===== src/verilog/csr_pkg.sv =====
// Constants for the special register group: register numbers, field
// positions and values after reset.
// Assumes an 8-bit special register number on the move port.
package csr_pkg;

  // Special register numbers on the move port
  localparam logic [7:0] REG_WB_ADDR    = 8'h0c;
  localparam logic [7:0] REG_XLAT_CFG   = 8'h0d;
  localparam logic [7:0] REG_REPL_HINT  = 8'h0e;
  localparam logic [7:0] REG_IND_C      = 8'h80;
  localparam logic [7:0] REG_IND_A      = 8'h81;
  localparam logic [7:0] REG_IND_B      = 8'h82;
  localparam logic [7:0] REG_MULDIV     = 8'h83;
  localparam logic [7:0] REG_ARITH      = 8'h84;
  localparam logic [7:0] REG_BP_ALIAS   = 8'h85;
  localparam logic [7:0] REG_FC_ALIAS   = 8'h86;

  // Field positions
  localparam int WB_ADDR_LSB   = 2;
  localparam int PS_LSB        = 8;
  localparam int PTAG_LSB      = 0;
  localparam int HINT_LSB      = 1;
  localparam int PTR_LSB       = 2;
  localparam int DF_BIT        = 11;
  localparam int V_BIT         = 10;
  localparam int N_BIT         = 9;
  localparam int Z_BIT         = 8;
  localparam int C_BIT         = 7;
  localparam int BP_LSB        = 5;
  localparam int FC_LSB        = 0;

  // Page size codes and base offset width
  localparam logic [1:0] PS_1KB        = 2'h0;
  localparam logic [1:0] PS_2KB        = 2'h1;
  localparam logic [1:0] PS_4KB        = 2'h2;
  localparam logic [1:0] PS_8KB        = 2'h3;
  localparam logic [3:0] PAGE_BITS_MIN = 4'ha;
  localparam logic [7:0] SUPER_TAG     = 8'h00;

  // Values after reset
  localparam logic [29:0] RST_WB_ADDR  = 30'h0000_0000;
  localparam logic [1:0]  RST_PS       = 2'h0;
  localparam logic [7:0]  RST_PTAG     = 8'h00;
  localparam logic [5:0]  RST_HINT     = 6'h00;
  localparam logic [7:0]  RST_PTR      = 8'h00;
  localparam logic [31:0] RST_MULDIV   = 32'h0000_0000;
  localparam logic [1:0]  RST_BP       = 2'h0;
  localparam logic [4:0]  RST_FC       = 5'h00;
  localparam logic        RST_FLAG     = 1'b0;
  localparam logic [31:0] ZERO_WORD    = 32'h0000_0000;

endpackage : csr_pkg


===== src/verilog/csr_byte_sel.sv =====
// Byte and half-word extract for the insert/extract instructions.
// Assumes endian_select is 1 for most-significant-byte-first order.
`timescale 1ns/1ps
module csr_byte_sel (
  input  wire logic [31:0] word_in,
  input  wire logic [1:0]  byte_selector,
  input  wire logic        endian_select,
  input  wire logic        half_mode,
  input  wire logic        sign_ext,
  output logic      [31:0] result
);
  logic [1:0] lane;
  logic [7:0] byte_v;
  logic [15:0] half_v;
  logic       half_lo;

  always_comb begin
    // Big-endian order counts lanes from the top of the word
    lane    = endian_select ? ~byte_selector : byte_selector;
    half_lo = endian_select ? ~byte_selector[1] : byte_selector[1];
    byte_v  = word_in[8*lane +: 8];
    half_v  = half_lo ? word_in[31:16] : word_in[15:0];
    if (half_mode) begin
      result = {{16{sign_ext & half_v[15]}}, half_v};
    end else begin
      result = {24'h00_0000, byte_v};
    end
  end
endmodule : csr_byte_sel


===== src/verilog/csr_funnel.sv =====
// Funnel shifter: 32 bits taken from a 64-bit concatenation.
// Assumes the count comes from the shift_amount field.
`timescale 1ns/1ps
module csr_funnel (
  input  wire logic [31:0] src_hi,
  input  wire logic [31:0] src_lo,
  input  wire logic [4:0]  shift_amount,
  output logic      [31:0] result
);
  logic [63:0] joined;

  always_comb begin
    joined = {src_hi, src_lo} << shift_amount;
    result = joined[63:32];
  end
endmodule : csr_funnel


===== src/verilog/csr_special_regs.sv =====
// Special register group of the processor: write-back address, translation
// configuration, replacement hint, indirect pointers, multiply/divide word
// and arithmetic status with its byte-pointer and shift-count views.
// Assumes pipeline, translation and ALU strobes are synchronous to clk.
`timescale 1ns/1ps

module csr_special_regs (
  input  wire logic        clk,
  input  wire logic        reset,
  // Move-to/from special register port
  input  wire logic        sr_wr_en,
  input  wire logic [7:0]  sr_wr_num,
  input  wire logic [31:0] sr_wr_data,
  input  wire logic        sr_rd_en,
  input  wire logic [7:0]  sr_rd_num,
  output logic      [31:0] sr_rd_data,
  // Pipeline
  input  wire logic        wb_valid,
  input  wire logic [31:0] wb_pc,
  input  wire logic        pipeline_freeze,
  // Translation unit
  input  wire logic        xlat_lookup,
  input  wire logic        user_mode,
  input  wire logic [7:0]  entry_task_tag,
  input  wire logic        tlb_miss,
  input  wire logic        prot_violation,
  input  wire logic [5:0]  replace_entry_hint,
  output logic      [1:0]  page_size_sel,
  output logic      [3:0]  page_offset_bits,
  output logic             tag_match,
  // Operand selection
  input  wire logic        sel_valid,
  input  wire logic [7:0]  a_selector_field,
  input  wire logic [7:0]  b_selector_field,
  input  wire logic [7:0]  c_selector_field,
  output logic      [7:0]  a_reg_num,
  output logic      [7:0]  b_reg_num,
  output logic      [7:0]  c_reg_num,
  output logic      [2:0]  reg_num_absolute,
  // Multiply/divide unit
  input  wire logic        muldiv_load,
  input  wire logic [31:0] muldiv_data,
  output logic      [31:0] muldiv_word,
  // ALU
  input  wire logic        alu_update,
  input  wire logic        alu_arith,
  input  wire logic        alu_signed,
  input  wire logic [31:0] alu_result,
  input  wire logic        alu_carry_out,
  input  wire logic        alu_carry_into_msb,
  input  wire logic        df_set_one,
  input  wire logic        df_set_from_alu,
  input  wire logic        alu_bit33,
  output logic             divide_add,
  output logic             alu_carry_in,
  // Load/store byte pointer
  input  wire logic        ls_valid,
  input  wire logic        load_sets_byte_ptr,
  input  wire logic [1:0]  ls_addr_low,
  input  wire logic        byte_lane_mode,
  input  wire logic        endian_select,
  // Byte/half-word extract and funnel shift
  input  wire logic        ext_valid,
  input  wire logic [31:0] ext_word,
  input  wire logic        ext_half,
  input  wire logic        ext_sign,
  output logic      [31:0] ext_result,
  input  wire logic        fsh_valid,
  input  wire logic [31:0] fsh_src_hi,
  input  wire logic [31:0] fsh_src_lo,
  output logic      [31:0] fsh_result,
  output logic      [1:0]  byte_selector,
  output logic      [4:0]  shift_amount
);

  logic [29:0] wb_addr_q;
  logic [1:0]  ps_q;
  logic [7:0]  ptag_q;
  logic [5:0]  hint_q;
  logic [7:0]  ptr_c_q;
  logic [7:0]  ptr_a_q;
  logic [7:0]  ptr_b_q;
  logic [31:0] muldiv_q;
  logic        df_q;
  logic        v_q;
  logic        n_q;
  logic        z_q;
  logic        c_q;
  logic [1:0]  bp_q;
  logic [4:0]  fc_q;
  logic [31:0] rd_data_q;
  logic        tag_match_q;
  logic [7:0]  a_num_q;
  logic [7:0]  b_num_q;
  logic [7:0]  c_num_q;
  logic [2:0]  abs_q;
  logic [31:0] ext_q;
  logic [31:0] fsh_q;
  logic [31:0] ext_comb;
  logic [31:0] fsh_comb;
  logic [7:0]  eff_tag;

  wire wr_cfg   = sr_wr_en && (sr_wr_num == csr_pkg::REG_XLAT_CFG);
  wire wr_ind_c = sr_wr_en && (sr_wr_num == csr_pkg::REG_IND_C);
  wire wr_ind_a = sr_wr_en && (sr_wr_num == csr_pkg::REG_IND_A);
  wire wr_ind_b = sr_wr_en && (sr_wr_num == csr_pkg::REG_IND_B);
  wire wr_mdw   = sr_wr_en && (sr_wr_num == csr_pkg::REG_MULDIV);
  wire wr_arith = sr_wr_en && (sr_wr_num == csr_pkg::REG_ARITH);
  wire wr_bp    = sr_wr_en && (sr_wr_num == csr_pkg::REG_BP_ALIAS);
  wire wr_fc    = sr_wr_en && (sr_wr_num == csr_pkg::REG_FC_ALIAS);

  // Write-back stage address; only bits 31-2 are stored
  always_ff @(posedge clk) begin
    if (reset) begin
      wb_addr_q <= csr_pkg::RST_WB_ADDR;
    end else if (wb_valid && !pipeline_freeze) begin
      wb_addr_q <= wb_pc[31:csr_pkg::WB_ADDR_LSB];
    end
  end

  // Translation configuration; only defined bits are stored
  always_ff @(posedge clk) begin
    if (reset) begin
      ps_q   <= csr_pkg::RST_PS;
      ptag_q <= csr_pkg::RST_PTAG;
    end else if (wr_cfg) begin
      ps_q   <= sr_wr_data[csr_pkg::PS_LSB +: 2];
      ptag_q <= sr_wr_data[csr_pkg::PTAG_LSB +: 8];
    end
  end

  // The registered size reaches the translator one cycle after the move,
  // which software must allow for before translating.
  always_ff @(posedge clk) begin
    if (reset) begin
      page_size_sel    <= csr_pkg::RST_PS;
      page_offset_bits <= csr_pkg::PAGE_BITS_MIN;
    end else begin
      page_size_sel    <= ps_q;
      page_offset_bits <= csr_pkg::PAGE_BITS_MIN + {2'h0, ps_q};
    end
  end

  // Supervisor accesses compare against tag zero
  always_comb begin
    eff_tag = user_mode ? ptag_q : csr_pkg::SUPER_TAG;
  end

  always_ff @(posedge clk) begin
    if (reset) begin
      tag_match_q <= 1'b0;
    end else begin
      tag_match_q <= xlat_lookup && (eff_tag == entry_task_tag);
    end
  end

  // Hint is loaded on a miss and on a protection violation alike; in the
  // latter case the value has no meaning but is still overwritten.
  always_ff @(posedge clk) begin
    if (reset) begin
      hint_q <= csr_pkg::RST_HINT;
    end else if (tlb_miss || prot_violation) begin
      hint_q <= replace_entry_hint;
    end
  end

  // Indirect pointers hold bits 9-2 only
  always_ff @(posedge clk) begin
    if (reset) begin
      ptr_c_q <= csr_pkg::RST_PTR;
      ptr_a_q <= csr_pkg::RST_PTR;
      ptr_b_q <= csr_pkg::RST_PTR;
    end else begin
      if (wr_ind_c) ptr_c_q <= sr_wr_data[csr_pkg::PTR_LSB +: 8];
      if (wr_ind_a) ptr_a_q <= sr_wr_data[csr_pkg::PTR_LSB +: 8];
      if (wr_ind_b) ptr_b_q <= sr_wr_data[csr_pkg::PTR_LSB +: 8];
    end
  end

  // Operand register numbers; absolute flags tell the file to skip the
  // stack-pointer addition for pointer-supplied numbers.
  always_ff @(posedge clk) begin
    if (reset) begin
      a_num_q <= 8'h00;
      b_num_q <= 8'h00;
      c_num_q <= 8'h00;
      abs_q   <= 3'h0;
    end else if (sel_valid) begin
      a_num_q  <= (a_selector_field == 8'h00) ? ptr_a_q : a_selector_field;
      b_num_q  <= (b_selector_field == 8'h00) ? ptr_b_q : b_selector_field;
      c_num_q  <= (c_selector_field == 8'h00) ? ptr_c_q : c_selector_field;
      abs_q[0] <= (a_selector_field == 8'h00);
      abs_q[1] <= (b_selector_field == 8'h00);
      abs_q[2] <= (c_selector_field == 8'h00);
    end
  end

  // Multiply/divide working word; the unit owns its meaning per step
  always_ff @(posedge clk) begin
    if (reset) begin
      muldiv_q <= csr_pkg::RST_MULDIV;
    end else if (muldiv_load) begin
      muldiv_q <= muldiv_data;
    end else if (wr_mdw) begin
      muldiv_q <= sr_wr_data;
    end
  end

  // Divide flag: hardware update takes priority over a move
  always_ff @(posedge clk) begin
    if (reset) begin
      df_q <= csr_pkg::RST_FLAG;
    end else if (df_set_one) begin
      df_q <= 1'b1;
    end else if (df_set_from_alu) begin
      df_q <= ~alu_bit33;
    end else if (wr_arith) begin
      df_q <= sr_wr_data[csr_pkg::DF_BIT];
    end
  end

  // Result flags
  always_ff @(posedge clk) begin
    if (reset) begin
      v_q <= csr_pkg::RST_FLAG;
      n_q <= csr_pkg::RST_FLAG;
      z_q <= csr_pkg::RST_FLAG;
    end else if (alu_update) begin
      if (alu_signed) begin
        v_q <= alu_carry_out ^ alu_carry_into_msb;
      end
      n_q <= alu_result[31];
      z_q <= (alu_result == csr_pkg::ZERO_WORD);
    end else if (wr_arith) begin
      v_q <= sr_wr_data[csr_pkg::V_BIT];
      n_q <= sr_wr_data[csr_pkg::N_BIT];
      z_q <= sr_wr_data[csr_pkg::Z_BIT];
    end
  end

  // Carry flag, only arithmetic operations and moves to REG_ARITH change it
  always_ff @(posedge clk) begin
    if (reset) begin
      c_q <= csr_pkg::RST_FLAG;
    end else if (alu_update && alu_arith) begin
      c_q <= alu_carry_out;
    end else if (wr_arith) begin
      c_q <= sr_wr_data[csr_pkg::C_BIT];
    end
  end

  // Byte selector: load/store update wins over a move in the same cycle
  always_ff @(posedge clk) begin
    if (reset) begin
      bp_q <= csr_pkg::RST_BP;
    end else if (ls_valid && load_sets_byte_ptr) begin
      bp_q <= byte_lane_mode ? {2{~endian_select}} : ls_addr_low;
    end else if (wr_arith) begin
      bp_q <= sr_wr_data[csr_pkg::BP_LSB +: 2];
    end else if (wr_bp) begin
      bp_q <= sr_wr_data[1:0];
    end
  end

  // Shift amount via either view
  always_ff @(posedge clk) begin
    if (reset) begin
      fc_q <= csr_pkg::RST_FC;
    end else if (wr_arith) begin
      fc_q <= sr_wr_data[csr_pkg::FC_LSB +: 5];
    end else if (wr_fc) begin
      fc_q <= sr_wr_data[4:0];
    end
  end

  csr_byte_sel u_byte_sel (
    .word_in       (ext_word),
    .byte_selector (bp_q),
    .endian_select (endian_select),
    .half_mode     (ext_half),
    .sign_ext      (ext_sign),
    .result        (ext_comb)
  );

  csr_funnel u_funnel (
    .src_hi       (fsh_src_hi),
    .src_lo       (fsh_src_lo),
    .shift_amount (fc_q),
    .result       (fsh_comb)
  );

  always_ff @(posedge clk) begin
    if (reset) begin
      ext_q <= csr_pkg::ZERO_WORD;
      fsh_q <= csr_pkg::ZERO_WORD;
    end else begin
      if (ext_valid) begin
        ext_q <= ext_comb;
      end
      if (fsh_valid) begin
        fsh_q <= fsh_comb;
      end
    end
  end

  // Read path; unlisted numbers and reserved bits return zero
  always_ff @(posedge clk) begin
    if (reset) begin
      rd_data_q <= csr_pkg::ZERO_WORD;
    end else if (sr_rd_en) begin
      case (sr_rd_num)
        csr_pkg::REG_WB_ADDR:   rd_data_q <= {wb_addr_q, 2'h0};
        csr_pkg::REG_XLAT_CFG:  rd_data_q <= {22'h00_0000, ps_q, ptag_q};
        csr_pkg::REG_REPL_HINT: rd_data_q <= {25'h000_0000, hint_q, 1'b0};
        csr_pkg::REG_IND_C:     rd_data_q <= {22'h00_0000, ptr_c_q, 2'h0};
        csr_pkg::REG_IND_A:     rd_data_q <= {22'h00_0000, ptr_a_q, 2'h0};
        csr_pkg::REG_IND_B:     rd_data_q <= {22'h00_0000, ptr_b_q, 2'h0};
        csr_pkg::REG_MULDIV:    rd_data_q <= muldiv_q;
        csr_pkg::REG_ARITH:     rd_data_q <= {20'h0_0000, df_q, v_q, n_q, z_q, c_q, bp_q, fc_q};
        csr_pkg::REG_BP_ALIAS:  rd_data_q <= {30'h0000_0000, bp_q};
        csr_pkg::REG_FC_ALIAS:  rd_data_q <= {27'h000_0000, fc_q};
        default:                rd_data_q <= csr_pkg::ZERO_WORD;
      endcase
    end
  end

  assign sr_rd_data       = rd_data_q;
  assign tag_match        = tag_match_q;
  assign a_reg_num        = a_num_q;
  assign b_reg_num        = b_num_q;
  assign c_reg_num        = c_num_q;
  assign reg_num_absolute = abs_q;
  assign muldiv_word      = muldiv_q;
  assign divide_add       = df_q;
  assign alu_carry_in     = c_q;
  assign ext_result       = ext_q;
  assign fsh_result       = fsh_q;
  assign byte_selector    = bp_q;
  assign shift_amount     = fc_q;

endmodule : csr_special_regs

===== config.mk =====
export PLATFORM = sky130hd
export DESIGN_NAME = csr_special_regs
export DESIGN_NICKNAME = d
export VERILOG_FILES = /design/src/verilog/csr_pkg.sv /design/src/verilog/csr_byte_sel.sv /design/src/verilog/csr_funnel.sv /design/src/verilog/csr_special_regs.sv
export SDC_FILE = /design/constraint.sdc
export NUM_CORES = 1
export LEC_CHECK = 0
export ABC_AREA = 1
export ABC_CLOCK_PERIOD_IN_PS = 3500
export BUFFER_PORTS_ARGS = -buffer_cell sky130_fd_sc_hd__buf_2
export CORE_AREA = 2 2 188 190
export DETAILED_ROUTE_END_ITERATION = 8
export DIE_AREA = 0 0 190 192
export GPL_TIMING_DRIVEN = 0
export PLACE_DENSITY = 0.74
export SLEW_MARGIN = 40
export SYNTH_ARGS = -nofsm -noshare
export SYNTH_HDL_FRONTEND = slang
export SYNTH_SLANG_ARGS = --single-unit

===== constraint.sdc =====
create_clock -name clk -period 3.5 [get_ports clk]
set_clock_uncertainty 0.15 [all_clocks]
set_input_delay 0.525 -clock clk [delete_from_list [all_inputs] [get_ports clk]]
set_output_delay 0.525 -clock clk [all_outputs]
set_load 0.05 [all_outputs]

==> impl_metrics.tcl <==
set metrics [dict create \
    cts_tree "done" \
    final_layout_size_suffix_gt1_share_pct 23.4 \
    synth_edf_count 0 \
    cp-end-kind "output pin" \
    setup.worst_path.end "ext_result[23]" \
    htreeDepth 1 \
    startpoint "ext_result[30]$_SDFFE_PP0P_" \
    required_ns 2.82 \
    preCtsSetupSlack_ns 0.974 \
    r2r_start "shift_amount[3]$_SDFFE_PP0P_" \
    dp_cells 3037 \
    start_util_pct 38.5 \
    cts_num_sinks 226 \
    rsz0062_at_grt "no" \
    p_clk_share_pct 40.3 \
    post-route-period-util_pct 65.9 \
    cts_buffers 27 \
    setup_violations 0 \
    yosys_register_bits 226 \
    synth_warnings 0 \
    synthAdderAreaFrac_pct 0 \
    yosys.area.top_type "dfxtp_1" \
    fmax_mhz 433 \
    cap_violations 0 \
    start_kind "register" \
    netlist_instances 2115 \
    power_density_nw_per_um2 401 \
    yosys-top-cells-area "dfxtp_1 (34%), nand3_1 (17%), nand2_1 (15%)" \
    max_stage_delay_ns 0.65 \
    finalNetCount 2919 \
    root_buffer "clkbuf_16" \
    hold_viol 0 \
    worst_slack_ns 1.19 \
    cpMaxStageDelayCell "dfxtp_1" \
    synth.top_cells.by_count "nand2_1 (535), nand3_1 (443), dfxtp_1 (226)" \
    drt_iter0_drc 1671 \
    arrival_ns 1.63 \
    vias 17000 \
    yosysMostFrequentCell "nand2_1" \
    netlist_area_sq_um 13200 \
    synth_top_area_share_pct 34.3 \
    post-dp-hpwl_mm 50.8 \
    r2r_end "fsh_result[30]$_SDFFE_PP0P_" \
    syn-num-nets 2423 \
    ir_drop_uv 337 \
    synth_top_family_by_area "simple AND/OR/NAND/NOR gates" \
    place_congestion 0.996 \
    syn_to_final_growth_pct 28.8 \
    post_drt_via_cell_ratio 5.51 \
    grt_pass1_wl_mm 90.8 \
    crit_type "reg2out" \
    die_y_um 192 \
    crit_fanout 17 \
    fp.dieW_um 190 \
    port_buffers 467 \
    grt_pass1_vias 15600 \
    design_area_sq_um 17000 \
    wirelength_mm 62.0 \
    ioPinCount 479 \
    seq_area_frac_synth_pct 34.3 \
    power_frac_seq_pct 40.6 \
    combinationalPowerShare_pct 19.1 \
    antenna_left 0 \
    grt_start_max_net_pins 18 \
    reg2regPathDepth 8 \
    drtPass1Iterations 8 \
    worstPathCellList "buf_4 -> buf_2" \
    p_sw_mw 2.11 \
    synth_cell_types 40 \
    tightest_slew_ns 0.753 \
    core_sq_um 34300 \
    grt-ovfl-total 0 \
    intPower_mw 4.70 \
    row_count 68 \
    ctsResizeCount 0 \
    setup_tns_ns 0 \
    timing.hold.ws_ns 0.0441 \
    synth_compound_area_share_pct 15.1 \
    post-route-util_pct 49.5 \
    ff2ff_setup_slack_ns 1.20 \
    clk_path_buf_depth 3 \
    worst_skew_pair.late_latency_ns 0.56 \
    synth_flop_cell "dfxtp_1" \
    cts_hold_buf 0 \
    p_leak_nw 8.13 \
    drc_errors 0 \
    sw_frac_of_total_pct 30.9 \
    routedWlPerCell_um 20.1 \
    yosys.area_share.xor_xnor_pct 0.199 \
    clk_pin_slew_worst_paths_ns 0.06 \
    hp-class "in2reg" \
    synth_area_per_cell_sq_um 6.23 \
    post_dp_cell_area_sq_um 16100 \
    finalPower_mw 6.81 \
    muxShareOfSynthArea_pct 0 \
    dieArea_sq_um 36500 \
    layoutNonFillerInstCount 3094 \
    status "completed" \
    period_needed_ns 2.31 \
    async_flop_share_pct 0 \
    cts_setup_buffers 0 \
    slew_headroom_pct 49.8 \
    antenna_found_initial 14 \
    grt_use_total_pct 32.4 \
    synth_simple_gate_area_share_pct 39.6 \
    finalMaxSlewViolations 0 \
]
kinds of logic after synthesis:
kind of cell	count (synthesis)
AO/OA/AOI/OAI	370
XOR/XNOR	3
buffers and inverters	319
flip-flops	226
other	1
AND/OR/NAND/NOR	1196
power groups by stage:
stage / Sequential [mW] / Clock, mW / Combinational (mW)
2_1_floorplan: 3.08 / 0 / 0.498
5_1_grt: 2.78 / 2.90 / 1.39
3_5_place_dp: 2.82 / 0 / 1.28
4_1_cts: 2.76 / 2.78 / 1.28
6_report: 2.77 / 2.74 / 1.30
3_3_place_gp: 2.82 / 0 / 1.27
cell type report:
class / count / area (sq um)
inverter: 159 / 602
multi-input combinational: 1570 / 7240
clock buffer: 39 / 791
antenna: 11 / 27.5
sequential: 226 / 4520
fill: 3612 / 17300
timing repair buffer: 467 / 2340
buffer: 160 / 816
tap: 455 / 569
clock inverter: 7 / 75.1
state kept, by name, indices dropped and copies added, names as in the netlist, 2 cells and up:
register and cells:
ext_result 17, shift_amount 5, ptr_b_q 8, fsh_result 32, reg_num_absolute 3, c_reg_num 8, muldiv_word 32, wb_addr_q 30
ps_q 2, byte_selector 2, hint_q 6, b_reg_num 8, page_offset_bits 2, ptr_c_q 8, ptr_a_q 8, a_reg_num 8
sr_rd_data 32, ptag_q 8
worst max-delay path: cells and delay by family, from the launching register on:
family / cells / cell delay [ns]
flops: 1 / 0.65
buf+inv: 2 / 0.45
worst min path at each step:
stage | from | end | slack (ns) | cells past startpoint
after global routing | wb_pc[7] | wb_addr_q[5]$_SDFFE_PP0P_ | 0.05 | 3
final | wb_pc[7] | wb_addr_q[5]$_SDFFE_PP0P_ | 0.04 | 3
after floorplan | wb_addr_q[16]$_SDFFE_PP0P_ | wb_addr_q[16]$_SDFFE_PP0P_ | 0.27 | 2
after global placement | wb_addr_q[18]$_SDFFE_PP0P_ | wb_addr_q[18]$_SDFFE_PP0P_ | 0.29 | 2
after CTS | wb_pc[7] | wb_addr_q[5]$_SDFFE_PP0P_ | 0.03 | 3
after detailed placement | wb_addr_q[18]$_SDFFE_PP0P_ | wb_addr_q[18]$_SDFFE_PP0P_ | 0.29 | 2
routing by layer:
layer	global-route usage [%]	vias up	part of all wire, %
met5	0	-	0.039
met4	14.3	4	4.8
met3	5.01	164	8.5
met2	55.6	897	47
met1	40.3	7888	39
li1	-	8083	-
placed cells by master, fill, tap and decap left out, drive strengths merged, types with 3 or more instances in the layout:
cell type  count
o21ai        170
nand4         17
or2            7
nor2         164
a31oi         36
xor2           3
clkinv         6
nor4           9
nor3          11
o22ai          9
inv          159
nand3b         5
o221ai         8
nand3        444
clkbuf       102
o211ai         6
buf          564
a21oi        129
diode         11
a21boi         9
nand2        539
dfxtp        226
Note: power is estimated with default switching activity, not from simulation.
